--- config.mk ---
export PLATFORM = sky130hd
export DESIGN_NAME = dfw_top
export DESIGN_NICKNAME = d
export VERILOG_FILES = /design/src/dfw_pkg.sv /design/src/dfw_compare.sv /design/src/dfw_wrap_ctl.sv /design/src/dfw_top.sv
export VERILOG_INCLUDE_DIRS = /design/src
export SDC_FILE = /design/constraint.sdc
export NUM_CORES = 1
export LEC_CHECK = 0
export ABC_AREA = 0
export ABC_CLOCK_PERIOD_IN_PS = 4000
export BUFFER_PORTS_ARGS = -buffer_cell sky130_fd_sc_hd__buf_2
export CORE_AREA = 2 2 160 162
export CTS_CLUSTER_DIAMETER = 50
export CTS_CLUSTER_SIZE = 8
export DETAILED_ROUTE_END_ITERATION = 10
export DIE_AREA = 0 0 162 164
export PLACE_DENSITY = 0.73
export SLEW_MARGIN = 5
export SYNTH_ARGS = -nofsm -noshare
export SYNTH_HDL_FRONTEND = slang
export SYNTH_SLANG_ARGS = --single-unit
export TNS_END_PERCENT = 1
--- constraint.sdc ---
create_clock -name mclk -period 4 [get_ports mclk]
set_input_delay 0.8 -clock mclk [delete_from_list [all_inputs] [get_ports mclk]]
set_output_delay 0.8 -clock mclk [all_outputs]
set_load 0.01 [all_outputs]
--- src/dfw_cfg.svh ---
// offsets, field positions, reset values and bus constants of the wrap and flag bytes
//
// Behaviour
// - optical forward with optical wrap sends received optical data to both outputs.
// - writing optical forward sets optical wrap and clears all other wrap bits.
// - optical wrap high loops received optical data to transmit optical output.
// - writing optical wrap clears every other bit of the wrap byte.
// - electrical forward with electrical wrap sends transmit data to both outputs.
// - writing electrical forward sets electrical wrap and clears all other bits.
// - electrical wrap high loops transmit electrical data to receive electrical output.
// - writing electrical wrap clears every other bit of the wrap byte.
// - alarm byte 112 bits 7/6 flag temperature above high, below low alarm.
// - alarm byte 112 bits 5/4 flag supply voltage above high, below low alarm.
// - alarm byte 112 bits 3/2 flag laser bias above high, below low alarm.
// - alarm byte 112 bits 1/0 flag transmit power above high, below low alarm.
// - alarm byte 113 bits 7/6 flag receive power; bits 5..0 reserved.
// - warning byte 116 bits 7/6 flag temperature above high, below low warning.
// - warning byte 116 bits 5/4 flag supply voltage high and low warning.
// - warning byte 116 bits 3/2 flag laser bias high and low warning.
// - warning byte 116 bits 1/0 flag transmit power high and low warning.
// - warning byte 117 bits 7/6 flag receive power; bits 5..0 reserved.
// - temperature compares as 16-bit signed two's complement, 1/256 degree steps.
// - supply voltage compares as 16-bit unsigned, 100 microvolt steps.
`ifndef DFW_CFG_SVH
`define DFW_CFG_SVH

// ----------------------------------------------------------------------------
// register map and bus address
// ----------------------------------------------------------------------------
`define DFW_DEV_ADDR 7'h51
`define DFW_OFF_WRAP 8'h6f
`define DFW_OFF_ALARM_LO 8'h70
`define DFW_OFF_ALARM_RX 8'h71
`define DFW_OFF_WARN_LO 8'h74
`define DFW_OFF_WARN_RX 8'h75
`define DFW_RSVD_BYTE 8'h00

// ----------------------------------------------------------------------------
// wrap byte fields and write results
// ----------------------------------------------------------------------------
`define DFW_WRAP_OFWD_BIT 3
`define DFW_WRAP_OPT_BIT 2
`define DFW_WRAP_EFWD_BIT 1
`define DFW_WRAP_ELEC_BIT 0
`define DFW_WRAP_RESET 4'h0
`define DFW_WRAP_OFWD_VAL 4'hc
`define DFW_WRAP_OPT_VAL 4'h4
`define DFW_WRAP_EFWD_VAL 4'h3
`define DFW_WRAP_ELEC_VAL 4'h1
`define DFW_WRAP_RSVD 4'h0

// ----------------------------------------------------------------------------
// monitored channels and flag bit positions
// ----------------------------------------------------------------------------
`define DFW_VAL_W 16
`define DFW_NCH 5
`define DFW_CH_TEMP 0
`define DFW_CH_VCC 1
`define DFW_CH_BIAS 2
`define DFW_CH_TXP 3
`define DFW_CH_RXP 4
`define DFW_HI_BIT(ch) (7 - 2 * (ch))
`define DFW_LO_BIT(ch) (6 - 2 * (ch))
`define DFW_FLAG_RSVD 6'h00

`endif

--- src/dfw_pkg.sv ---
// types shared by the wrap and flag logic
`include "dfw_cfg.svh"
package dfw_pkg;

  typedef logic [`DFW_NCH-1:0][`DFW_VAL_W-1:0] dfw_meas_t;

  typedef struct packed {
    logic [`DFW_VAL_W-1:0] hi_alarm;
    logic [`DFW_VAL_W-1:0] lo_alarm;
    logic [`DFW_VAL_W-1:0] hi_warn;
    logic [`DFW_VAL_W-1:0] lo_warn;
  } dfw_thr_s;

  typedef dfw_thr_s [`DFW_NCH-1:0] dfw_thr_arr_t;

  typedef struct packed {
    logic hi_alarm;
    logic lo_alarm;
    logic hi_warn;
    logic lo_warn;
  } dfw_flag4_s;

  typedef struct packed {
    logic tx_opt_from_rx_opt;
    logic rx_elec_from_tx_elec;
    logic tx_opt_on;
    logic rx_elec_on;
  } dfw_route_s;

  typedef enum logic [3:0] {
    ST_IDLE, ST_ADDR, ST_ADDR_ACK, ST_WADDR, ST_WADDR_ACK,
    ST_WDATA, ST_WDATA_ACK, ST_RDATA, ST_RDATA_ACK
  } dfw_i2c_state_e;

endpackage

--- src/dfw_compare.sv ---
// one monitored value against its four thresholds, registered flags
`timescale 1ns/10ps
`include "dfw_cfg.svh"
module dfw_compare #(
  parameter int WIDTH = `DFW_VAL_W,
  parameter bit SIGNED = 1'b0
) (
  input wire logic mclk,
  input wire logic rst,
  input wire logic [WIDTH-1:0] value,
  input wire logic [WIDTH-1:0] hi_alarm,
  input wire logic [WIDTH-1:0] lo_alarm,
  input wire logic [WIDTH-1:0] hi_warn,
  input wire logic [WIDTH-1:0] lo_warn,
  output dfw_pkg::dfw_flag4_s flags
);
  import dfw_pkg::*;

  if (WIDTH < 2) begin : g_chk
    $error("dfw_compare: WIDTH must be at least 2");
  end

  wire logic above_ha;
  wire logic below_la;
  wire logic above_hw;
  wire logic below_lw;
  dfw_flag4_s flags_next;

  // signed only for temperature, all other channels unsigned
  assign above_ha = SIGNED ? ($signed(value) > $signed(hi_alarm)) :
                    (value > hi_alarm);
  assign below_la = SIGNED ? ($signed(value) < $signed(lo_alarm)) :
                    (value < lo_alarm);
  assign above_hw = SIGNED ? ($signed(value) > $signed(hi_warn)) : (value > hi_warn);
  assign below_lw = SIGNED ? ($signed(value) < $signed(lo_warn)) : (value < lo_warn);
  assign flags_next = '{hi_alarm: above_ha, lo_alarm: below_la, hi_warn: above_hw,
                        lo_warn: below_lw};

  always_ff @(posedge mclk or posedge rst) begin
    if (rst) begin
      flags <= '0;
    end else begin
      flags <= flags_next;
    end
  end

endmodule

--- src/dfw_wrap_ctl.sv ---
// wrap control byte: write shaping and data path steering
`timescale 1ns/10ps
`include "dfw_cfg.svh"
module dfw_wrap_ctl (
  input wire logic mclk,
  input wire logic rst,
  input wire logic wr_en,
  input wire logic [7:0] wr_data,
  output logic [7:0] ctl,
  output dfw_pkg::dfw_route_s route
);
  import dfw_pkg::*;

  logic [3:0] ctl_reg;
  wire logic [3:0] ctl_next;
  wire dfw_route_s route_next;

  // ----------------------------------------------------------------------------
  // write shaping: forward modes win, optical before electrical
  // ----------------------------------------------------------------------------
  assign ctl_next = wr_data[`DFW_WRAP_OFWD_BIT] ? `DFW_WRAP_OFWD_VAL :
                    wr_data[`DFW_WRAP_EFWD_BIT] ? `DFW_WRAP_EFWD_VAL :
                    wr_data[`DFW_WRAP_OPT_BIT] ? `DFW_WRAP_OPT_VAL :
                    wr_data[`DFW_WRAP_ELEC_BIT] ? `DFW_WRAP_ELEC_VAL :
                    `DFW_WRAP_RESET;

  // ----------------------------------------------------------------------------
  // steering
  // ----------------------------------------------------------------------------
  assign route_next.tx_opt_from_rx_opt = ctl_next[`DFW_WRAP_OPT_BIT];
  assign route_next.rx_elec_from_tx_elec = ctl_next[`DFW_WRAP_ELEC_BIT];
  // optical output stays live unless electrical wrap runs without forward
  assign route_next.tx_opt_on = !ctl_next[`DFW_WRAP_ELEC_BIT] ||
                                ctl_next[`DFW_WRAP_EFWD_BIT];
  // electrical output stays live unless optical wrap runs without forward
  assign route_next.rx_elec_on = !ctl_next[`DFW_WRAP_OPT_BIT] ||
                                 ctl_next[`DFW_WRAP_OFWD_BIT];

  always_ff @(posedge mclk or posedge rst) begin
    if (rst) begin
      ctl_reg <= `DFW_WRAP_RESET;
      route <= '{tx_opt_from_rx_opt: 1'b0, rx_elec_from_tx_elec: 1'b0,
                 tx_opt_on: 1'b1, rx_elec_on: 1'b1};
    end else if (wr_en) begin
      ctl_reg <= ctl_next;
      route <= route_next;
    end
  end

  assign ctl = {`DFW_WRAP_RSVD, ctl_reg};
endmodule

--- src/dfw_top.sv ---
// two-wire management slave holding the wrap control and diagnostic flag bytes
`timescale 1ns/10ps
`include "dfw_cfg.svh"
module dfw_top #(
  parameter logic [6:0] DEV_ADDR = `DFW_DEV_ADDR
) (
  input wire logic mclk,
  input wire logic rst,
  input wire logic scl_i,
  input wire logic sda_i,
  output logic sda_o,
  output logic sda_oe,
  input dfw_pkg::dfw_meas_t meas,
  input dfw_pkg::dfw_thr_arr_t thr,
  output dfw_pkg::dfw_route_s route
);
  import dfw_pkg::*;

  if (DEV_ADDR == 7'h00) begin : g_chk
    $error("dfw_top: DEV_ADDR 0 is the general call address");
  end

  // ----------------------------------------------------------------------------
  // declarations
  // ----------------------------------------------------------------------------
  dfw_i2c_state_e state_reg;
  dfw_i2c_state_e state_next;
  logic scl_reg;
  logic sda_reg;
  logic [3:0] bit_reg;
  logic [3:0] bit_next;
  logic [7:0] shift_reg;
  logic [7:0] tx_reg;
  logic [7:0] tx_next;
  logic [7:0] ptr_reg;
  logic [7:0] ptr_next;
  logic oe_reg;
  logic oe_next;
  logic rw_reg;
  logic rw_next;
  logic nack_reg;
  logic nack_next;
  logic wr_stb;
  wire logic start_cond;
  wire logic stop_cond;
  wire logic scl_rise;
  wire logic scl_fall;
  wire logic byte_done;
  wire logic [7:0] ptr_inc;
  wire logic [7:0] rd_data;
  wire logic [7:0] wrap_ctl;
  wire logic wrap_wr;
  wire logic [7:0] alarm_lo_byte;
  wire logic [7:0] warn_lo_byte;
  wire logic [7:0] alarm_rx_byte;
  wire logic [7:0] warn_rx_byte;
  wire dfw_flag4_s [`DFW_NCH-1:0] flags;

  // ----------------------------------------------------------------------------
  // line events
  // ----------------------------------------------------------------------------
  assign start_cond = scl_reg && scl_i && sda_reg && !sda_i;
  assign stop_cond = scl_reg && scl_i && !sda_reg && sda_i;
  assign scl_rise = !scl_reg && scl_i;
  assign scl_fall = scl_reg && !scl_i;
  assign byte_done = bit_reg == 4'h8;
  assign ptr_inc = ptr_reg + 8'h01;

  // ----------------------------------------------------------------------------
  // threshold comparators and flag bytes
  // ----------------------------------------------------------------------------
  for (genvar i = 0; i < `DFW_NCH; i++) begin : g_ch
    dfw_compare #(
      .WIDTH(`DFW_VAL_W),
      .SIGNED(i == `DFW_CH_TEMP)
    ) u_cmp (
      .mclk(mclk),
      .rst(rst),
      .value(meas[i]),
      .hi_alarm(thr[i].hi_alarm),
      .lo_alarm(thr[i].lo_alarm),
      .hi_warn(thr[i].hi_warn),
      .lo_warn(thr[i].lo_warn),
      .flags(flags[i])
    );
    if (i < `DFW_CH_RXP) begin : g_lo
      // temperature, supply, bias and transmit power share the low group bytes
      assign alarm_lo_byte[`DFW_HI_BIT(i)] = flags[i].hi_alarm;
      assign alarm_lo_byte[`DFW_LO_BIT(i)] = flags[i].lo_alarm;
      assign warn_lo_byte[`DFW_HI_BIT(i)] = flags[i].hi_warn;
      assign warn_lo_byte[`DFW_LO_BIT(i)] = flags[i].lo_warn;
    end
  end

  assign alarm_rx_byte = {flags[`DFW_CH_RXP].hi_alarm, flags[`DFW_CH_RXP].lo_alarm,
                          `DFW_FLAG_RSVD};
  assign warn_rx_byte = {flags[`DFW_CH_RXP].hi_warn, flags[`DFW_CH_RXP].lo_warn,
                         `DFW_FLAG_RSVD};

  // ----------------------------------------------------------------------------
  // read mux; unmapped addresses read zero
  // ----------------------------------------------------------------------------
  assign rd_data = (ptr_reg == `DFW_OFF_WRAP) ? wrap_ctl :
                   (ptr_reg == `DFW_OFF_ALARM_LO) ? alarm_lo_byte :
                   (ptr_reg == `DFW_OFF_ALARM_RX) ? alarm_rx_byte :
                   (ptr_reg == `DFW_OFF_WARN_LO) ? warn_lo_byte :
                   (ptr_reg == `DFW_OFF_WARN_RX) ? warn_rx_byte :
                   `DFW_RSVD_BYTE;

  // only the wrap byte takes writes; flag bytes drop them
  assign wrap_wr = wr_stb && (ptr_reg == `DFW_OFF_WRAP);

  dfw_wrap_ctl u_wrap (
    .mclk(mclk),
    .rst(rst),
    .wr_en(wrap_wr),
    .wr_data(shift_reg),
    .ctl(wrap_ctl),
    .route(route)
  );

  // ----------------------------------------------------------------------------
  // serial slave sequencing
  // ----------------------------------------------------------------------------
  always_comb begin
    state_next = state_reg;
    bit_next = bit_reg;
    tx_next = tx_reg;
    ptr_next = ptr_reg;
    oe_next = oe_reg;
    rw_next = rw_reg;
    nack_next = nack_reg;
    wr_stb = 1'b0;
    if (stop_cond) begin
      state_next = ST_IDLE;
      oe_next = 1'b0;
    end else if (start_cond) begin
      state_next = ST_ADDR;
      bit_next = 4'h0;
      oe_next = 1'b0;
    end else if (scl_rise) begin
      if (state_reg == ST_ADDR || state_reg == ST_WADDR || state_reg == ST_WDATA ||
          state_reg == ST_RDATA) begin
        bit_next = bit_reg + 4'h1;
      end
      if (state_reg == ST_RDATA_ACK) begin
        nack_next = sda_i;
      end
    end else if (scl_fall) begin
      case (state_reg)
        ST_ADDR: begin
          if (byte_done) begin
            if (shift_reg[7:1] == DEV_ADDR) begin
              oe_next = 1'b1;
              rw_next = shift_reg[0];
              state_next = ST_ADDR_ACK;
            end else begin
              state_next = ST_IDLE;
            end
          end
        end
        ST_ADDR_ACK: begin
          bit_next = 4'h0;
          if (rw_reg) begin
            tx_next = {rd_data[6:0], 1'b0};
            oe_next = !rd_data[7];
            state_next = ST_RDATA;
          end else begin
            oe_next = 1'b0;
            state_next = ST_WADDR;
          end
        end
        ST_WADDR: begin
          if (byte_done) begin
            oe_next = 1'b1;
            ptr_next = shift_reg;
            state_next = ST_WADDR_ACK;
          end
        end
        ST_WDATA: begin
          if (byte_done) begin
            oe_next = 1'b1;
            wr_stb = 1'b1;
            ptr_next = ptr_inc;
            state_next = ST_WDATA_ACK;
          end
        end
        ST_WADDR_ACK, ST_WDATA_ACK: begin
          oe_next = 1'b0;
          bit_next = 4'h0;
          state_next = ST_WDATA;
        end
        ST_RDATA: begin
          if (byte_done) begin
            oe_next = 1'b0;
            ptr_next = ptr_inc;
            state_next = ST_RDATA_ACK;
          end else begin
            oe_next = !tx_reg[7];
            tx_next = {tx_reg[6:0], 1'b0};
          end
        end
        ST_RDATA_ACK: begin
          if (nack_reg) begin
            state_next = ST_IDLE;
          end else begin
            bit_next = 4'h0;
            tx_next = {rd_data[6:0], 1'b0};
            oe_next = !rd_data[7];
            state_next = ST_RDATA;
          end
        end
        default: begin
          state_next = state_reg;
        end
      endcase
    end
  end

  always_ff @(posedge mclk or posedge rst) begin
    if (rst) begin
      scl_reg <= 1'b1;
      sda_reg <= 1'b1;
      shift_reg <= 8'h00;
    end else begin
      scl_reg <= scl_i;
      sda_reg <= sda_i;
      if (scl_rise) begin
        shift_reg <= {shift_reg[6:0], sda_i};
      end
    end
  end

  always_ff @(posedge mclk or posedge rst) begin
    if (rst) begin
      state_reg <= ST_IDLE;
      bit_reg <= 4'h0;
      tx_reg <= 8'h00;
      ptr_reg <= 8'h00;
      rw_reg <= 1'b0;
      nack_reg <= 1'b0;
    end else begin
      state_reg <= state_next;
      bit_reg <= bit_next;
      tx_reg <= tx_next;
      ptr_reg <= ptr_next;
      rw_reg <= rw_next;
      nack_reg <= nack_next;
    end
  end

  // open drain: the pin only ever pulls low
  always_ff @(posedge mclk or posedge rst) begin
    if (rst) begin
      oe_reg <= 1'b0;
      sda_o <= 1'b0;
    end else begin
      oe_reg <= oe_next;
      sda_o <= 1'b0;
    end
  end

  assign sda_oe = oe_reg;
endmodule

==> qor.csv, run 1 <==
stage,metric,value,unit
outcome,status,finished clean,
yosys,yosysSeqAreaShare,14.3,%
pwr,p_seq_share,27.5,%
placement,dp.cells,2101,
yosys,netlist-cell-type-count,73,
sta,finalSetupViolations,0,
yosys,netlist_area,0.0109,mm^2
sta,hold_viol,0,
clocking,numCtsBuffers,9,
route,wl_per_cell,15.3,um
clocking,cts_sinks,62,
yosys,synth.most_common_cell,inv_1,
route,first_pass_iters,5,
placement,globalplace.congestion,0.942,
yosys,synthTopCellsByArea,"ha_1 36%, dfrtp_1 13%, inv_1 12%, a21oi_1 4.8%, a21o_1 4.2%",
clocking,postCtsHoldBufs,0,
placement,port_buffers,408,
worst_setup_path,slowest_delay,0.72,ns
cells_and_area,area_growth,25.2,%
die,die_w,162,um
clocking,clock_latency,0.33,ns
route,finalWirelength,32.4,mm
global_routing,grt_pass1_vias,11300,
cells_and_area,nets,2501,
sta,tightestPinTransition,0.879,ns
pwr,swShare,35.4,%
yosys,synth-async-reset-ratio,100,%
die,fp.dieH,164,um
yosys,yosysTopAreaCell,ha_1,
global_routing,grt_max_degree,41,
route,drt_iter0_drc,395,
cells_and_area,drive_gt1_share,26.1,%
clocking,cts_tree,yes,
pwr,power_switching,1070,uW
route,ant_nets,0,
clocking,cts_resized,0,
die,rows,58,
sta,max_freq,437,MHz
sta,fin_hold_ws,0.489,ns
worst_setup_path,arrival,2.50,ns
clocking,cts_buffer_depth,2,
sta,finalCriticalPeriod,2.29,ns
worst_setup_path,crit_path_start_kind,flop,
cells_and_area,largest_reg_flops,20,
global_routing,grt_pass1_wl,52.2,mm
die,ios,410,
pwr,intPower,1960,uW
yosys,ys_top_cells_by_count,"337 x inv_1, 315 x ha_1, 105 x a21oi_1",
clocking,clk_transition_reported_paths,0.06,ns
pwr,clock_power_share,30.6,%
pwr,power_density,223,mW/mm^2
worst_setup_path,crit_type,reg -> reg,
run,drv_cap,0,
pwr,power_leakage,0.00826,uW
yosys,ys.flop_type,dfrtp_1,
route,drc,0,
yosys,synth-seq-cells,62,
die,core,0.0248,mm^2
die,start_util,43.8,%
cells_and_area,final_core_util,54.9,%
pwr,vdd_ir_drop_max,0.187,mV
worst_setup_path,path_cells,"and3_4, nand4_4, nor4_4, mux2_4",
sta,relSlewSlack,41.2,%
yosys,synth_cells,1376,
worst_setup_path,crit_fanout,12,
yosys,synth_top_area_share,36.2,%
yosys,synth_nets,2095,
sta,fin_setup_tns,0,ns
die,die_area,0.0266,mm^2
worst_setup_path,cp_slowest_cell,dfrtp_1,
yosys,yosysWarningCount,0,
worst_setup_path,crit_path_end_kind,flop,
placement,dp_hpwl,28.7,mm
pwr,comb_power_share,41.9,%
clocking,cts-root-buf,clkbuf_16,
global_routing,grt_usage,24.2,%
global_routing,grt_overflow,0,
worst_setup_path,crit_required,4.21,ns
cells_and_area,final_cells,2119,
sta,rsz0062_at_grt,false,
yosys,synth.avg_cell_area,7.90,um^2
route,vias,11100,
clocking,post_cts_buffers,0,
sta,maxSlewViolCount,0,
sta,period_share,57.2,%
global_routing,antenna_found_initial,2,
clocking,cts_max_level,3,
route,viasPerCell,5.24,
cells_and_area,fillers,2425,
sta,skew,0.00429,ns
yosys,synth_edf_count,0,
hold_path,hold_class,reg -> reg,
-- metrics by stage --
stage / cell area (um^2) / total power (uW) / worst slack, ns
after floorplan: 10900 / 1610 / 1.67
after global placement: 13300 / 2070 / 1.50
after detailed placement: 13300 / 2110 / 1.43
after CTS: 13600 / 3060 / 1.73
after global routing: 13600 / 3300 / 1.60
final: 13600 / 3040 / 1.71
-- area by class of cell --
class	instances	area (um^2)	area share (%)
antenna	2	5.00	0.0368
clock buffer	11	253	1.86
clock inverter	5	105	0.772
inverter	337	1260	9.29
multi-input combinational	962	7960	58.5
sequential	62	1560	11.4
tap	330	413	3.03
timing repair buffer	410	2060	15.1
-- placed cells by master (no fill, tap or decap), drive strengths merged, types with 10 or more instances in the layout --
cell type | Yosys | routed
buf | 11 | 410
a21o | 61 | 61
inv | 337 | 337
a21oi | 106 | 106
mux2 | 14 | 14
nand2 | 49 | 49
clkbuf | 4 | 11
nand2b | 10 | 10
nand4 | 51 | 51
nor3 | 16 | 16
nand3 | 17 | 17
nor2b | 33 | 33
nor2 | 50 | 50
ha | 315 | 315
o21ai | 92 | 92
dfrtp | 58 | 58
a211oi | 36 | 36
-- power groups by stage --
stage | logic (uW) | clock network (uW) | registers, uW
after floorplan | 838 | 0 | 776
after global placement | 1230 | 0 | 842
after detailed placement | 1270 | 0 | 844
after CTS | 1280 | 953 | 833
after global routing | 1470 | 979 | 852
final | 1270 | 928 | 836
-- cell families after synthesis --
| family | synth area share, % |
|---|---|
| xor+xnor | 0.322 |
| buf+inv | 12.5 |
| compound gates | 20.8 |
| mux | 2.23 |
| other cells | 0.0345 |
| simple gates | 13.6 |
| flops | 14.3 |
| fa+ha+maj | 36.2 |
-- layer usage --
layer / vias to the layer above / global-route usage [%] / wire length (um)
li1: 5637 / - / -
met1: 5019 / 27.3 / 13400
met2: 360 / 45.4 / 16000
met3: 81 / 3.23 / 1590
met4: 0 / 10.9 / 1370
met5: - / 0 / 0
-- worst max-delay path: cells and delay by family (launching register included) --
kind | cells | cell delay [ns]
and+or+nand+nor | 3 | 1.09
muxes | 1 | 0.35
DFF | 1 | 0.72
-- worst paths after layout --
path,depth (start not counted),to,slack [ns],start
worst max-delay path,4,u_wrap.ctl_reg[1]$_DFFE_PP0P_,1.71,ptr_reg[2]$_DFFE_PP0P_
worst min-delay path,2,tx_reg[4]$_DFFE_PP0P_,0.49,tx_reg[4]$_DFFE_PP0P_
worst max register to register,4,u_wrap.ctl_reg[1]$_DFFE_PP0P_,1.71,ptr_reg[2]$_DFFE_PP0P_
worst min register to register,2,tx_reg[4]$_DFFE_PP0P_,0.49,tx_reg[4]$_DFFE_PP0P_
max in group asynchronous,3,scl_reg$_DFF_PP1_,2.59,rst
min in group asynchronous,2,g_ch[2].u_cmp.flags[1]$_DFF_PP0_,0.65,rst
(Power assumes the default switching activity.)
==> run 2: changes to the inputs <==
--- a/config.mk
+++ b/config.mk
@@ -7,14 +7,14 @@
 export NUM_CORES = 1
 export LEC_CHECK = 0
 export ABC_AREA = 0
-export ABC_CLOCK_PERIOD_IN_PS = 4000
+export ABC_CLOCK_PERIOD_IN_PS = 2000
 export BUFFER_PORTS_ARGS = -buffer_cell sky130_fd_sc_hd__buf_2
-export CORE_AREA = 2 2 160 162
+export CORE_ASPECT_RATIO = 0.6
+export CORE_UTILIZATION = 47
 export CTS_CLUSTER_DIAMETER = 50
 export CTS_CLUSTER_SIZE = 8
 export DETAILED_ROUTE_END_ITERATION = 10
-export DIE_AREA = 0 0 162 164
-export PLACE_DENSITY = 0.73
+export PLACE_DENSITY = 0.8
 export SLEW_MARGIN = 5
 export SYNTH_ARGS = -nofsm -noshare
 export SYNTH_HDL_FRONTEND = slang
==> constraint.sdc (replaced) <==
create_clock -name mclk -period 2 [get_ports mclk]
set_input_delay 0.4 -clock mclk [delete_from_list [all_inputs] [get_ports mclk]]
set_output_delay 0.4 -clock mclk [all_outputs]
set_load 0.01 [all_outputs]
==> run 2 against run 1 <==
Net effect: routed wire length rose by 0.98%; sequential share of layout area fell by 0.24 points; total power rose by 100%; setup slack got worse by 1.6 ns; global-route usage rose by 3.5 points; largest cell class unchanged; largest power group unchanged.
==> qor.csv, run 2 (synthesized netlist as in run 1, its figures left out) <==
stage,metric,value,unit
sta,maxSlewViolCount,0,
clocking,cts-root-buf,clkbuf_16,
placement,globalplace.congestion,0.929,
worst_setup_path,cp_slowest_cell,dfrtp_1,
hold_path,hold_class,in -> async,
run,drv_cap,0,
pwr,power_density,440,mW/mm^2
worst_setup_path,crit_path_start_kind,flop,
sta,rsz0062_at_grt,true,
clocking,clock_latency,0.34,ns
worst_setup_path,ff2ff_setup_slack,0.09,ns
sta,max_freq,524,MHz
clocking,clk_transition_reported_paths,0.06,ns
global_routing,grt_max_degree,63,
worst_setup_path,arrival,2.12,ns
cells_and_area,area_growth,28.0,%
worst_setup_path,crit_required,2.22,ns
clocking,postCtsHoldBufs,0,
route,drt_iter0_drc,704,
sta,finalCriticalPeriod,1.91,ns
pwr,clock_power_share,28.5,%
clocking,cts_tree,yes,
cells_and_area,final_cell_mix,"408 x buf_2, 336 x inv_1, 315 x ha_1, 105 x a21oi_1, 90 x o21ai_0",
pwr,intPower,3920,uW
clocking,numCtsBuffers,9,
placement,dpl_worst_slack,-0.118,ns
worst_setup_path,crit_fanout,8,
clocking,cts_buffer_depth,2,
route,wl_per_cell,15.3,um
clocking,cts_max_level,3,
cells_and_area,nets,2544,
outcome,status,finished clean,
global_routing,antenna_found_initial,2,
sta,fin_hold_ws,0.135,ns
die,rows,42,
die,core,0.0224,mm^2
sta,hold_viol,0,
sta,timing.final.ws_setup,0.0919,ns
worst_setup_path,reg2reg_from,bit_reg[0]$_DFFE_PP0P_,
global_routing,grt_usage,27.7,%
worst_setup_path,path_cells,"inv_1, ha_1, and3b_2, nand3_2, nor4_4, buf_4, mux2_4",
pwr,power_leakage,0.00847,uW
clocking,cts_sinks,62,
global_routing,grt_pass1_vias,11500,
placement,dpl_cell_area,0.0136,mm^2
sta,finalSetupViolations,0,
sta,relSlewSlack,62.3,%
sta,tightestPinTransition,0.551,ns
pwr,power_switching,2200,uW
global_routing,grt_pass1_wl,52.8,mm
route,drc,0,
route,ant_nets,0,
cells_and_area,largest_reg_flops,20,
pwr,vdd_ir_drop_max,0.325,mV
worst_setup_path,reg2reg_depth,7,
cells_and_area,drive_gt1_share,27.8,%
pwr,p_seq_share,27.4,%
clocking,cts_resized,0,
pwr,comb_power_share,44.1,%
global_routing,grt_overflow,0,
route,finalWirelength,32.7,mm
worst_setup_path,crit_path_end_kind,flop,
route,first_pass_iters,5,
die,start_util,48.6,%
worst_setup_path,slowest_delay,0.40,ns
cells_and_area,final_common_cell,buf_2,
die,die_area,0.0238,mm^2
placement,port_buffers,408,
pwr,swShare,35.9,%
sta,skew,0.00732,ns
cells_and_area,final_area,0.0139,mm^2
die,ios,410,
route,vias,11400,
die,fp.dieH,120,um
worst_setup_path,r2r_end,u_wrap.ctl_reg[2]$_DFFE_PP0P_,
worst_setup_path,crit_type,reg -> reg,
clocking,post_cts_buffers,0,
route,viasPerCell,5.34,
sta,period_share,95.4,%
die,die_w,198,um
placement,dp_hpwl,29.2,mm
==> run 2: changes by cell type in the layout (fill, tap and decap cells not counted), moves of 2 or more <==
cell        delta
clkinvlp_4     -2
buf_4         +42
nor2_2         -2
nor2_4         +2
==> run 2: cell type report <==
type	instances	area (um^2)
clock buffer	13	270
tap	308	385
antenna	1	2.50
timing repair buffer	453	2390
clock inverter	3	65.1
inverter	337	1260
multi-input combinational	962	7980
fill	1974	8470
sequential	62	1560
==> run 2: metrics by stage <==
stage / instances / power [uW] / utilization [%] / TNS (ns)
3_5_place_dp: 2122 / 4350 / 60.6 / -0.309
4_1_cts: 2138 / 6150 / 62.1 / 0
3_3_place_gp: 2122 / 4220 / 60.6 / -0.0394
6_report: 2139 / 6120 / 62.2 / 0
2_1_floorplan: 1376 / 3230 / - / 0
5_1_grt: 2139 / 6620 / 62.2 / -0.0568
==> run 2: worst max-delay path by stage <==
stage / slack [ns] / depth (start not counted) / end / from
finish: 0.09 / 7 / u_wrap.ctl_reg[2]$_DFFE_PP0P_ / bit_reg[0]$_DFFE_PP0P_
global placement: -0.04 / 7 / g_ch[2].u_cmp.flags[1]$_DFF_PP0_ / meas[34]
CTS: 0.06 / 7 / tx_reg[2]$_DFFE_PP0P_ / ptr_reg[0]$_DFFE_PP0P_
floorplan: 0.07 / 1 / bit_reg[0]$_DFFE_PP0P_ / rst
global route: -0.03 / 6 / sda_oe$_DFFE_PP0P_ / state_reg[0]$_DFFE_PP0P_
detailed placement: -0.12 / 7 / g_ch[1].u_cmp.flags[3]$_DFF_PP0_ / meas[18]
==> run 2: worst max-delay path, delay by kind of cell (launching register included) <==
| family | cells | cell delay [ns] |
|---|---|---|
| adders and majority gates | 1 | 0.16 |
| buffers and inverters | 2 | 0.31 |
| DFF | 1 | 0.40 |
| muxes | 1 | 0.31 |
| and+or+nand+nor | 3 | 0.60 |
==> run 2: metal layers <==
| layer | share of wire (%) | vias up | GRT usage (%) |
|---|---|---|---|
| met1 | 45 | 5264 | 36.6 |
| met3 | 7.7 | 41 | 4.81 |
| li1 | - | 5716 | - |
| met4 | 1.6 | 2 | 6.54 |
| met2 | 45 | 405 | 46.8 |
| met5 | 0.024 | - | 0 |
==> run 2: power by group through the flow <==
| stage | clock network (uW) | registers [uW] | logic [uW] |
|---|---|---|---|
| floorplan | 0 | 1550 | 1680 |
| global placement | 0 | 1670 | 2550 |
| detailed placement | 0 | 1680 | 2660 |
| CTS | 1800 | 1660 | 2680 |
| global route | 1840 | 1700 | 3080 |
| finish | 1750 | 1670 | 2700 |
